--- config.mk ---
export PLATFORM = sky130hd
export DESIGN_NAME = dual_port_pin_function_mux
export DESIGN_NICKNAME = d
export VERILOG_FILES = /design/src/hdl/gpio_pkg.sv /design/src/hdl/dual_port_pin_function_mux.sv
export SDC_FILE = /design/constraint.sdc
export NUM_CORES = 1
export LEC_CHECK = 0
export BUFFER_PORTS_ARGS = -buffer_cell sky130_fd_sc_hd__buf_2
export CAP_MARGIN = 40
export CORE_ASPECT_RATIO = 0.6
export CORE_MARGIN = 8
export CORE_UTILIZATION = 57
export CTS_BUF_LIST = sky130_fd_sc_hd__clkbuf_8
export DETAILED_ROUTE_END_ITERATION = 8
export GPL_TIMING_DRIVEN = 0
export HOLD_SLACK_MARGIN = 0.15
export MAX_ROUTING_LAYER = met4
export PLACE_DENSITY = 0.92
export SLEW_MARGIN = 20
export SYNTH_ARGS = -nofsm -noshare
export SYNTH_HDL_FRONTEND = slang
export SYNTH_SLANG_ARGS = --single-unit
--- constraint.sdc ---
create_clock -name clk -period 1.8 [get_ports clk]
set_input_delay 0.36 -clock clk [delete_from_list [all_inputs] [get_ports clk]]
set_output_delay 0.36 -clock clk [all_outputs]
set_load 0.01 [all_outputs]
--- src/hdl/gpio_pkg.sv ---
package gpio_pkg;
	// ****************************************
	// Register map (byte addresses)
	// ****************************************
	localparam logic [11:0] OFS_P1_IN = 12'h000;
	localparam logic [11:0] OFS_P1_OUT = 12'h004;
	localparam logic [11:0] OFS_P1_DIR = 12'h008;
	localparam logic [11:0] OFS_P1_FLAG = 12'h00c;
	localparam logic [11:0] OFS_P1_EDGE = 12'h010;
	localparam logic [11:0] OFS_P1_EN = 12'h014;
	localparam logic [11:0] OFS_P1_SEL = 12'h018;
	localparam logic [11:0] OFS_P2_IN = 12'h020;
	localparam logic [11:0] OFS_P2_OUT = 12'h024;
	localparam logic [11:0] OFS_P2_DIR = 12'h028;
	localparam logic [11:0] OFS_P2_FLAG = 12'h02c;
	localparam logic [11:0] OFS_P2_EDGE = 12'h030;
	localparam logic [11:0] OFS_P2_EN = 12'h034;
	localparam logic [11:0] OFS_P2_SEL = 12'h038;
	// ****************************************
	// Reset values
	// ****************************************
	localparam logic [7:0] RST_BYTE = 8'h00;
	// Bonded pins of port 2 (bits 6 and 7 have no pad)
	localparam logic [7:0] P2_BONDED = 8'h3f;
endpackage

--- src/hdl/dual_port_pin_function_mux.sv ---
// Overview of operation
// - P1.0 drives low, feeds timer clock; P1.1-3 compare out 0-2, capture A0-A2
// - P1.4 outputs submain clock, P1.5-7 compare outputs 0-2, no inputs fed
// - P2.0 aux clock, P2.1 low feeding alternate clock, P2.2 comparator, capture B0
// - P2.3 and P2.4 output compare outputs 1 and 2, no inputs fed
// - P2.5 is oscillator resistor pin; peripheral output low, input unused
// - Output enable of every bonded pin comes only from its direction bit
// - Each bit has input, enable, flag, edge, select, direction and output bits
// - P2 bits 6 and 7 unbonded; peripheral output low, registers kept
// - Software may set unbonded flags to request interrupts, gated by enables
// - Unbonded flags change only through software writes
// - Pull resistors are factory fixed; no run-time control exists
//
// Chosen here: the address map and the APB slave port.
`timescale 1ns/100ps
module dual_port_pin_function_mux (
	input wire logic clk,
	input wire logic rst_n,
	input wire logic psel,
	input wire logic penable,
	input wire logic pwrite,
	input wire logic [11:0] paddr,
	input wire logic [31:0] pwdata,
	output logic [31:0] prdata,
	output logic pready,
	output logic pslverr,
	input wire logic [7:0] p1_pin_in,
	output logic [7:0] p1_pin_out,
	output logic [7:0] p1_pin_oe,
	input wire logic [7:0] p2_pin_in,
	output logic [7:0] p2_pin_out,
	output logic [7:0] p2_pin_oe,
	input wire logic timer_compare_output_0,
	input wire logic timer_compare_output_1,
	input wire logic timer_compare_output_2,
	input wire logic submain_clock,
	input wire logic aux_clock,
	input wire logic comparator_result,
	output logic timer_clock_input,
	output logic timer_alternate_clock_input,
	output logic capture_input_a0,
	output logic capture_input_a1,
	output logic capture_input_a2,
	output logic capture_input_b0,
	output logic p1_irq,
	output logic p2_irq
);
	import gpio_pkg::*;

	// ****************************************
	// Registers
	// ****************************************
	logic [7:0] p1_out, p1_dir, p1_flag, p1_edge, p1_en, p1_sel;
	logic [7:0] p2_out, p2_dir, p2_flag, p2_edge, p2_en, p2_sel;
	logic [7:0] p1_meta, p1_sync, p1_prev;
	logic [7:0] p2_meta, p2_sync, p2_prev;
	logic [7:0] p1_func, p2_func, p1_evt, p2_evt;
	logic [2:0] hist_fill;
	logic wr;

	assign wr = psel && penable && pwrite;
	assign pready = 1'b1;
	assign pslverr = 1'b0;

	// Input synchroniser and edge history; pull choice is not programmable
	always_ff @(posedge clk or negedge rst_n) begin
		if (!rst_n) begin
			p1_meta <= RST_BYTE;
			p1_sync <= RST_BYTE;
			p1_prev <= RST_BYTE;
			p2_meta <= RST_BYTE;
			p2_sync <= RST_BYTE;
			p2_prev <= RST_BYTE;
		end else begin
			p1_meta <= p1_pin_in;
			p1_sync <= p1_meta;
			p1_prev <= p1_sync;
			p2_meta <= p2_pin_in & P2_BONDED;
			p2_sync <= p2_meta;
			p2_prev <= p2_sync;
		end
	end

	// Edge history fill; a pin idling high must not look like an edge after reset
	always_ff @(posedge clk or negedge rst_n) begin
		if (!rst_n) begin
			hist_fill <= 3'h0;
		end else begin
			hist_fill <= {hist_fill[1:0], 1'b1};
		end
	end

	// Per-bit edge detect, only bonded pins can fire
	genvar i;
	generate
		for (i = 0; i < 8; i++) begin : g_edge
			assign p1_evt[i] = hist_fill[2] & (p1_edge[i] ? (p1_prev[i] & ~p1_sync[i])
				: (~p1_prev[i] & p1_sync[i]));
			assign p2_evt[i] = hist_fill[2] & P2_BONDED[i]
				& (p2_edge[i] ? (p2_prev[i] & ~p2_sync[i])
				: (~p2_prev[i] & p2_sync[i]));
		end
	endgenerate

	// Control registers
	always_ff @(posedge clk or negedge rst_n) begin
		if (!rst_n) begin
			p1_out <= RST_BYTE;
			p1_dir <= RST_BYTE;
			p1_edge <= RST_BYTE;
			p1_en <= RST_BYTE;
			p1_sel <= RST_BYTE;
			p2_out <= RST_BYTE;
			p2_dir <= RST_BYTE;
			p2_edge <= RST_BYTE;
			p2_en <= RST_BYTE;
			p2_sel <= RST_BYTE;
		end else if (wr) begin
			unique case (paddr)
				OFS_P1_OUT: p1_out <= pwdata[7:0];
				OFS_P1_DIR: p1_dir <= pwdata[7:0];
				OFS_P1_EDGE: p1_edge <= pwdata[7:0];
				OFS_P1_EN: p1_en <= pwdata[7:0];
				OFS_P1_SEL: p1_sel <= pwdata[7:0];
				OFS_P2_OUT: p2_out <= pwdata[7:0];
				OFS_P2_DIR: p2_dir <= pwdata[7:0];
				OFS_P2_EDGE: p2_edge <= pwdata[7:0];
				OFS_P2_EN: p2_en <= pwdata[7:0];
				OFS_P2_SEL: p2_sel <= pwdata[7:0];
				default: ;
			endcase
		end
	end

	// Flags: software write sets the written value, pin event wins over it
	always_ff @(posedge clk or negedge rst_n) begin
		if (!rst_n) begin
			p1_flag <= RST_BYTE;
			p2_flag <= RST_BYTE;
		end else begin
			if (wr && paddr == OFS_P1_FLAG)
				p1_flag <= pwdata[7:0] | p1_evt;
			else
				p1_flag <= p1_flag | p1_evt;
			if (wr && paddr == OFS_P2_FLAG)
				p2_flag <= pwdata[7:0] | p2_evt;
			else
				p2_flag <= p2_flag | p2_evt;
		end
	end

	// Interrupt requests
	assign p1_irq = |(p1_flag & p1_en);
	assign p2_irq = |(p2_flag & p2_en);

	// Peripheral output per pin
	assign p1_func = {timer_compare_output_2, timer_compare_output_1,
		timer_compare_output_0, submain_clock,
		timer_compare_output_2, timer_compare_output_1,
		timer_compare_output_0, 1'b0};
	assign p2_func = {2'b00, 1'b0,
		timer_compare_output_2, timer_compare_output_1,
		comparator_result, 1'b0, aux_clock};

	// Pin drive and enable
	assign p1_pin_out = (p1_sel & p1_func) | (~p1_sel & p1_out);
	assign p2_pin_out = ((p2_sel & p2_func) | (~p2_sel & p2_out)) & P2_BONDED;
	assign p1_pin_oe = p1_dir;
	assign p2_pin_oe = p2_dir & P2_BONDED;

	// Peripheral inputs, gated by select
	assign timer_clock_input = p1_sel[0] & p1_sync[0];
	assign capture_input_a0 = p1_sel[1] & p1_sync[1];
	assign capture_input_a1 = p1_sel[2] & p1_sync[2];
	assign capture_input_a2 = p1_sel[3] & p1_sync[3];
	assign timer_alternate_clock_input = p2_sel[1] & p2_sync[1];
	assign capture_input_b0 = p2_sel[2] & p2_sync[2];

	// Read data register
	always_ff @(posedge clk or negedge rst_n) begin
		if (!rst_n) begin
			prdata <= 32'h00000000;
		end else if (psel && !penable && !pwrite) begin
			unique case (paddr)
				OFS_P1_IN: prdata <= {24'h000000, p1_sync};
				OFS_P1_OUT: prdata <= {24'h000000, p1_out};
				OFS_P1_DIR: prdata <= {24'h000000, p1_dir};
				OFS_P1_FLAG: prdata <= {24'h000000, p1_flag};
				OFS_P1_EDGE: prdata <= {24'h000000, p1_edge};
				OFS_P1_EN: prdata <= {24'h000000, p1_en};
				OFS_P1_SEL: prdata <= {24'h000000, p1_sel};
				OFS_P2_IN: prdata <= {24'h000000, p2_sync};
				OFS_P2_OUT: prdata <= {24'h000000, p2_out};
				OFS_P2_DIR: prdata <= {24'h000000, p2_dir};
				OFS_P2_FLAG: prdata <= {24'h000000, p2_flag};
				OFS_P2_EDGE: prdata <= {24'h000000, p2_edge};
				OFS_P2_EN: prdata <= {24'h000000, p2_en};
				OFS_P2_SEL: prdata <= {24'h000000, p2_sel};
				default: prdata <= 32'h00000000;
			endcase
		end
	end
endmodule // dual_port_pin_function_mux

==> impl_metrics.env <==
export IMPL_cts_sinks=149
export IMPL_drt_iter0_markers=628
export IMPL_cts_buffers=17
export IMPL_cts_path_max_buffers=2
export IMPL_path_max_fanout=3
export IMPL_yosysUniqueCellTypes=59
export IMPL_post_place_ws_ns=-1.041
export IMPL_die_h_um=103.2
export IMPL_critPathLaunchType="flop"
export IMPL_r2r_start="p1_en[6]$_DFFE_PN0P_"
export IMPL_synth_enable_flop_cells=0
export IMPL_cts_tree="built"
export IMPL_relSlewSlack=0.4868
export IMPL_grt_pass1_vias=6103
export IMPL_cap_violations=0
export IMPL_power_density_nw_per_um2=744.0
export IMPL_setup_ws_ns=-0.08456
export IMPL_final_common_cell="dfrtp_1"
export IMPL_grt_max_degree=103
export IMPL_hpwlAfterDp_mm=17.34
export IMPL_synth_area_um2=7216
export IMPL_synth_async_reset_ratio=1.000
export IMPL_cts_htree_levels=4
export IMPL_core_region_area_um2=12220
export IMPL_setup_viol=3
export IMPL_path_class="reg2out"
export IMPL_ys_warn_count=0
export IMPL_worstSetupStartpoint="p2_flag[0]$_DFF_PN0_"
export IMPL_holdCritStartpoint="pwdata[7]"
export IMPL_violations="setup timing"
export IMPL_drc=0
export IMPL_layout_drive_gt1_share=0.4471
export IMPL_cts_root_buf="clkbuf_8"
export IMPL_overflow=0
export IMPL_ir_drop_v=0.0004983
export IMPL_required_ns=1.44
export IMPL_clock_latency_ns=0.45
export IMPL_worst_slew_pin_slew_ns=0.7697
export IMPL_num_vias=6009
export IMPL_start_util=0.5906
export IMPL_max_freq_ghz=0.5306
export IMPL_die_x_um=161.3
export IMPL_grt_total_usage=0.3092
export IMPL_grt_first_pass_wirelength_mm=36.76
export IMPL_totalWireLength_mm=25.10
export IMPL_p_total_mw=6.725
export IMPL_layout_common_cells="dfrtp_1 (147), mux2_2 (103), buf_2 (90), buf_4 (65), nand2_1 (41)"
export IMPL_fin_crit_sh=1.047
export IMPL_rows=31
export IMPL_period_needed_ns=1.885
export IMPL_hold_viol=0
export IMPL_finClkSkew_ns=0.01072
export IMPL_syn_area_per_cell_um2=11.99
export IMPL_area_growth_pct=25.26
export IMPL_path_clk_slew_ns=0.09
export IMPL_ant_nets=0
export IMPL_yosysSeqAreaShare=0.5167
export IMPL_globalplace_congestion=0.9941
export IMPL_ys_flop_type="dfrtp_1"
export IMPL_hp_class="in2reg"
export IMPL_die_area_um2=16630
export IMPL_final_nets=853
export IMPL_synthCells=602
export IMPL_synth_seq_cells=149
export IMPL_wl_per_cell_um=26.17
export IMPL_critPathArrivalTime_ns=1.52
export IMPL_viasPerCell=6.266
export IMPL_num_io_pins=145
export IMPL_rsz0062_at_grt="true"
export IMPL_endpoint_kind="output port"
export IMPL_n_antenna_cell=0
export IMPL_antenna_found_initial=0
export IMPL_dr_pass1_iters=6
export IMPL_p_leak_nw=4.382
export IMPL_io_buffers=84
export IMPL_slew_violations=0
export IMPL_status="complete, but fails checks"
-- final cells by class --
type,count,area (µm²)
well taps,165,206.4
plain buffers,70,457.9
clock inverters,13,158.9
multi-input cells,410,3341
fillers,847,3179
repair buffers,132,888.4
inverters,2,7.507
clock buffers,18,247.7
flip-flops and latches,149,3731
-- flip-flops by register name, indices dropped and copies added, names as in the netlist --
register / cells
hist_fill: 3
p1_edge: 8
p1_en: 8
p1_flag: 8
p1_meta: 8
p1_out: 8
p1_pin_oe: 8
p1_prev: 8
p1_sel: 8
p1_sync: 8
p2_dir: 8
p2_edge: 8
p2_en: 8
p2_flag: 8
p2_meta: 6
p2_out: 8
p2_prev: 6
p2_sel: 8
p2_sync: 6
prdata: 8
-- routing by layer --
| layer | wire length, µm | vias up | GRT usage |
|---|---|---|---|
| met5 | 0 | - | - |
| li1 | - | 2508 | - |
| met3 | 3194 | 69 | 0.1156 |
| met1 | 10110 | 2970 | 0.3855 |
| met2 | 11130 | 462 | 0.4505 |
| met4 | 656 | 0 | 0.1260 |
-- final timing paths --
path,end,slack (ns),depth (start not counted)
max,p2_irq,-0.08,3
min,p2_flag[7]$_DFFE_PN0N_,0.18,2
max reg2reg,prdata[6]$_DFFE_PN0P_,0.20,5
min reg2reg,p1_sync[4]$_DFF_PN0_,0.35,0
max in group asynchronous,p1_out[3]$_DFFE_PN0P_,0.55,3
min in group asynchronous,p1_meta[0]$_DFF_PN0_,0.41,2
-- through the flow --
step	hold slack, ns	cell area, µm²	util	instances	TNS [ns]
3_3_place_gp	0.3329	8028	0.6570	880	-316.47
6_report	0.1755	9039	0.7398	959	-0.1030
3_5_place_dp	0.2855	8128	0.6652	887	-66.00
5_1_grt	0.1800	9039	0.7398	959	-0.1074
4_1_cts	0.1721	8936	0.7314	951	-0.1352
2_1_floorplan	0.06441	7401	-	631	-4.222
-- critical path, cell delays in order (launching register included) --
cell	delay, ns
dfrtp_1	0.45
a22oi_2	0.26
nand4_1	0.18
buf_2	0.18
-- cell families (layout without fill, tap and decap cells) --
logic type,after synthesis,in the layout,share of synthesized area
buffers and inverters,72,235,0.05930
AND/OR/NAND/NOR,160,160,0.1294
multiplexers,123,123,0.1946
other,2,31,0.001041
flip-flops,149,149,0.5167
AO/OA/AOI/OAI,96,96,0.09902
-- what timing repair did --
| item | 4_1_cts | 5_1_grt |
|---|---|---|
| endpoints found under the hold margin | 61 | 0 |
| pin swaps | 13 | 5 |
| hold buffers | 15 | 0 |
| endpoints found under the setup margin | 94 | 43 |
| gates resized for setup | 23 | 17 |
| buffers inserted | 18 | 7 |
-- power breakdown --
group / internal [mW] / total (mW) / switching, mW
clock: 1.39 / 2.71 / 1.31
combinational: 0.205 / 0.576 / 0.371
sequential: 3.40 / 3.44 / 0.0440
total: 5.00 / 6.72 / 1.73
-- Yosys cell counts (all sizes together) (4+ instances only) --
library cell,number,share of area
dfrtp,149,0.52
mux2,108,0.17
buf,53,0.049
nand2,44,0.024
nor2,22,0.013
nor2b,19,0.016
nand3,18,0.012
o21ai,18,0.012
clkbuf,17,0.0090
a21oi,13,0.0090
nor3,13,0.012
a221o,12,0.017
a22oi,12,0.012
mux2i,12,0.017
a22o,8,0.0097
and2,8,0.0069
a32oi,7,0.0085
nand4,7,0.0061
nor4,5,0.013
a31oi,4,0.0035
a32o,4,0.0055
nor3b,4,0.0049
(Power assumes the default switching activity.)
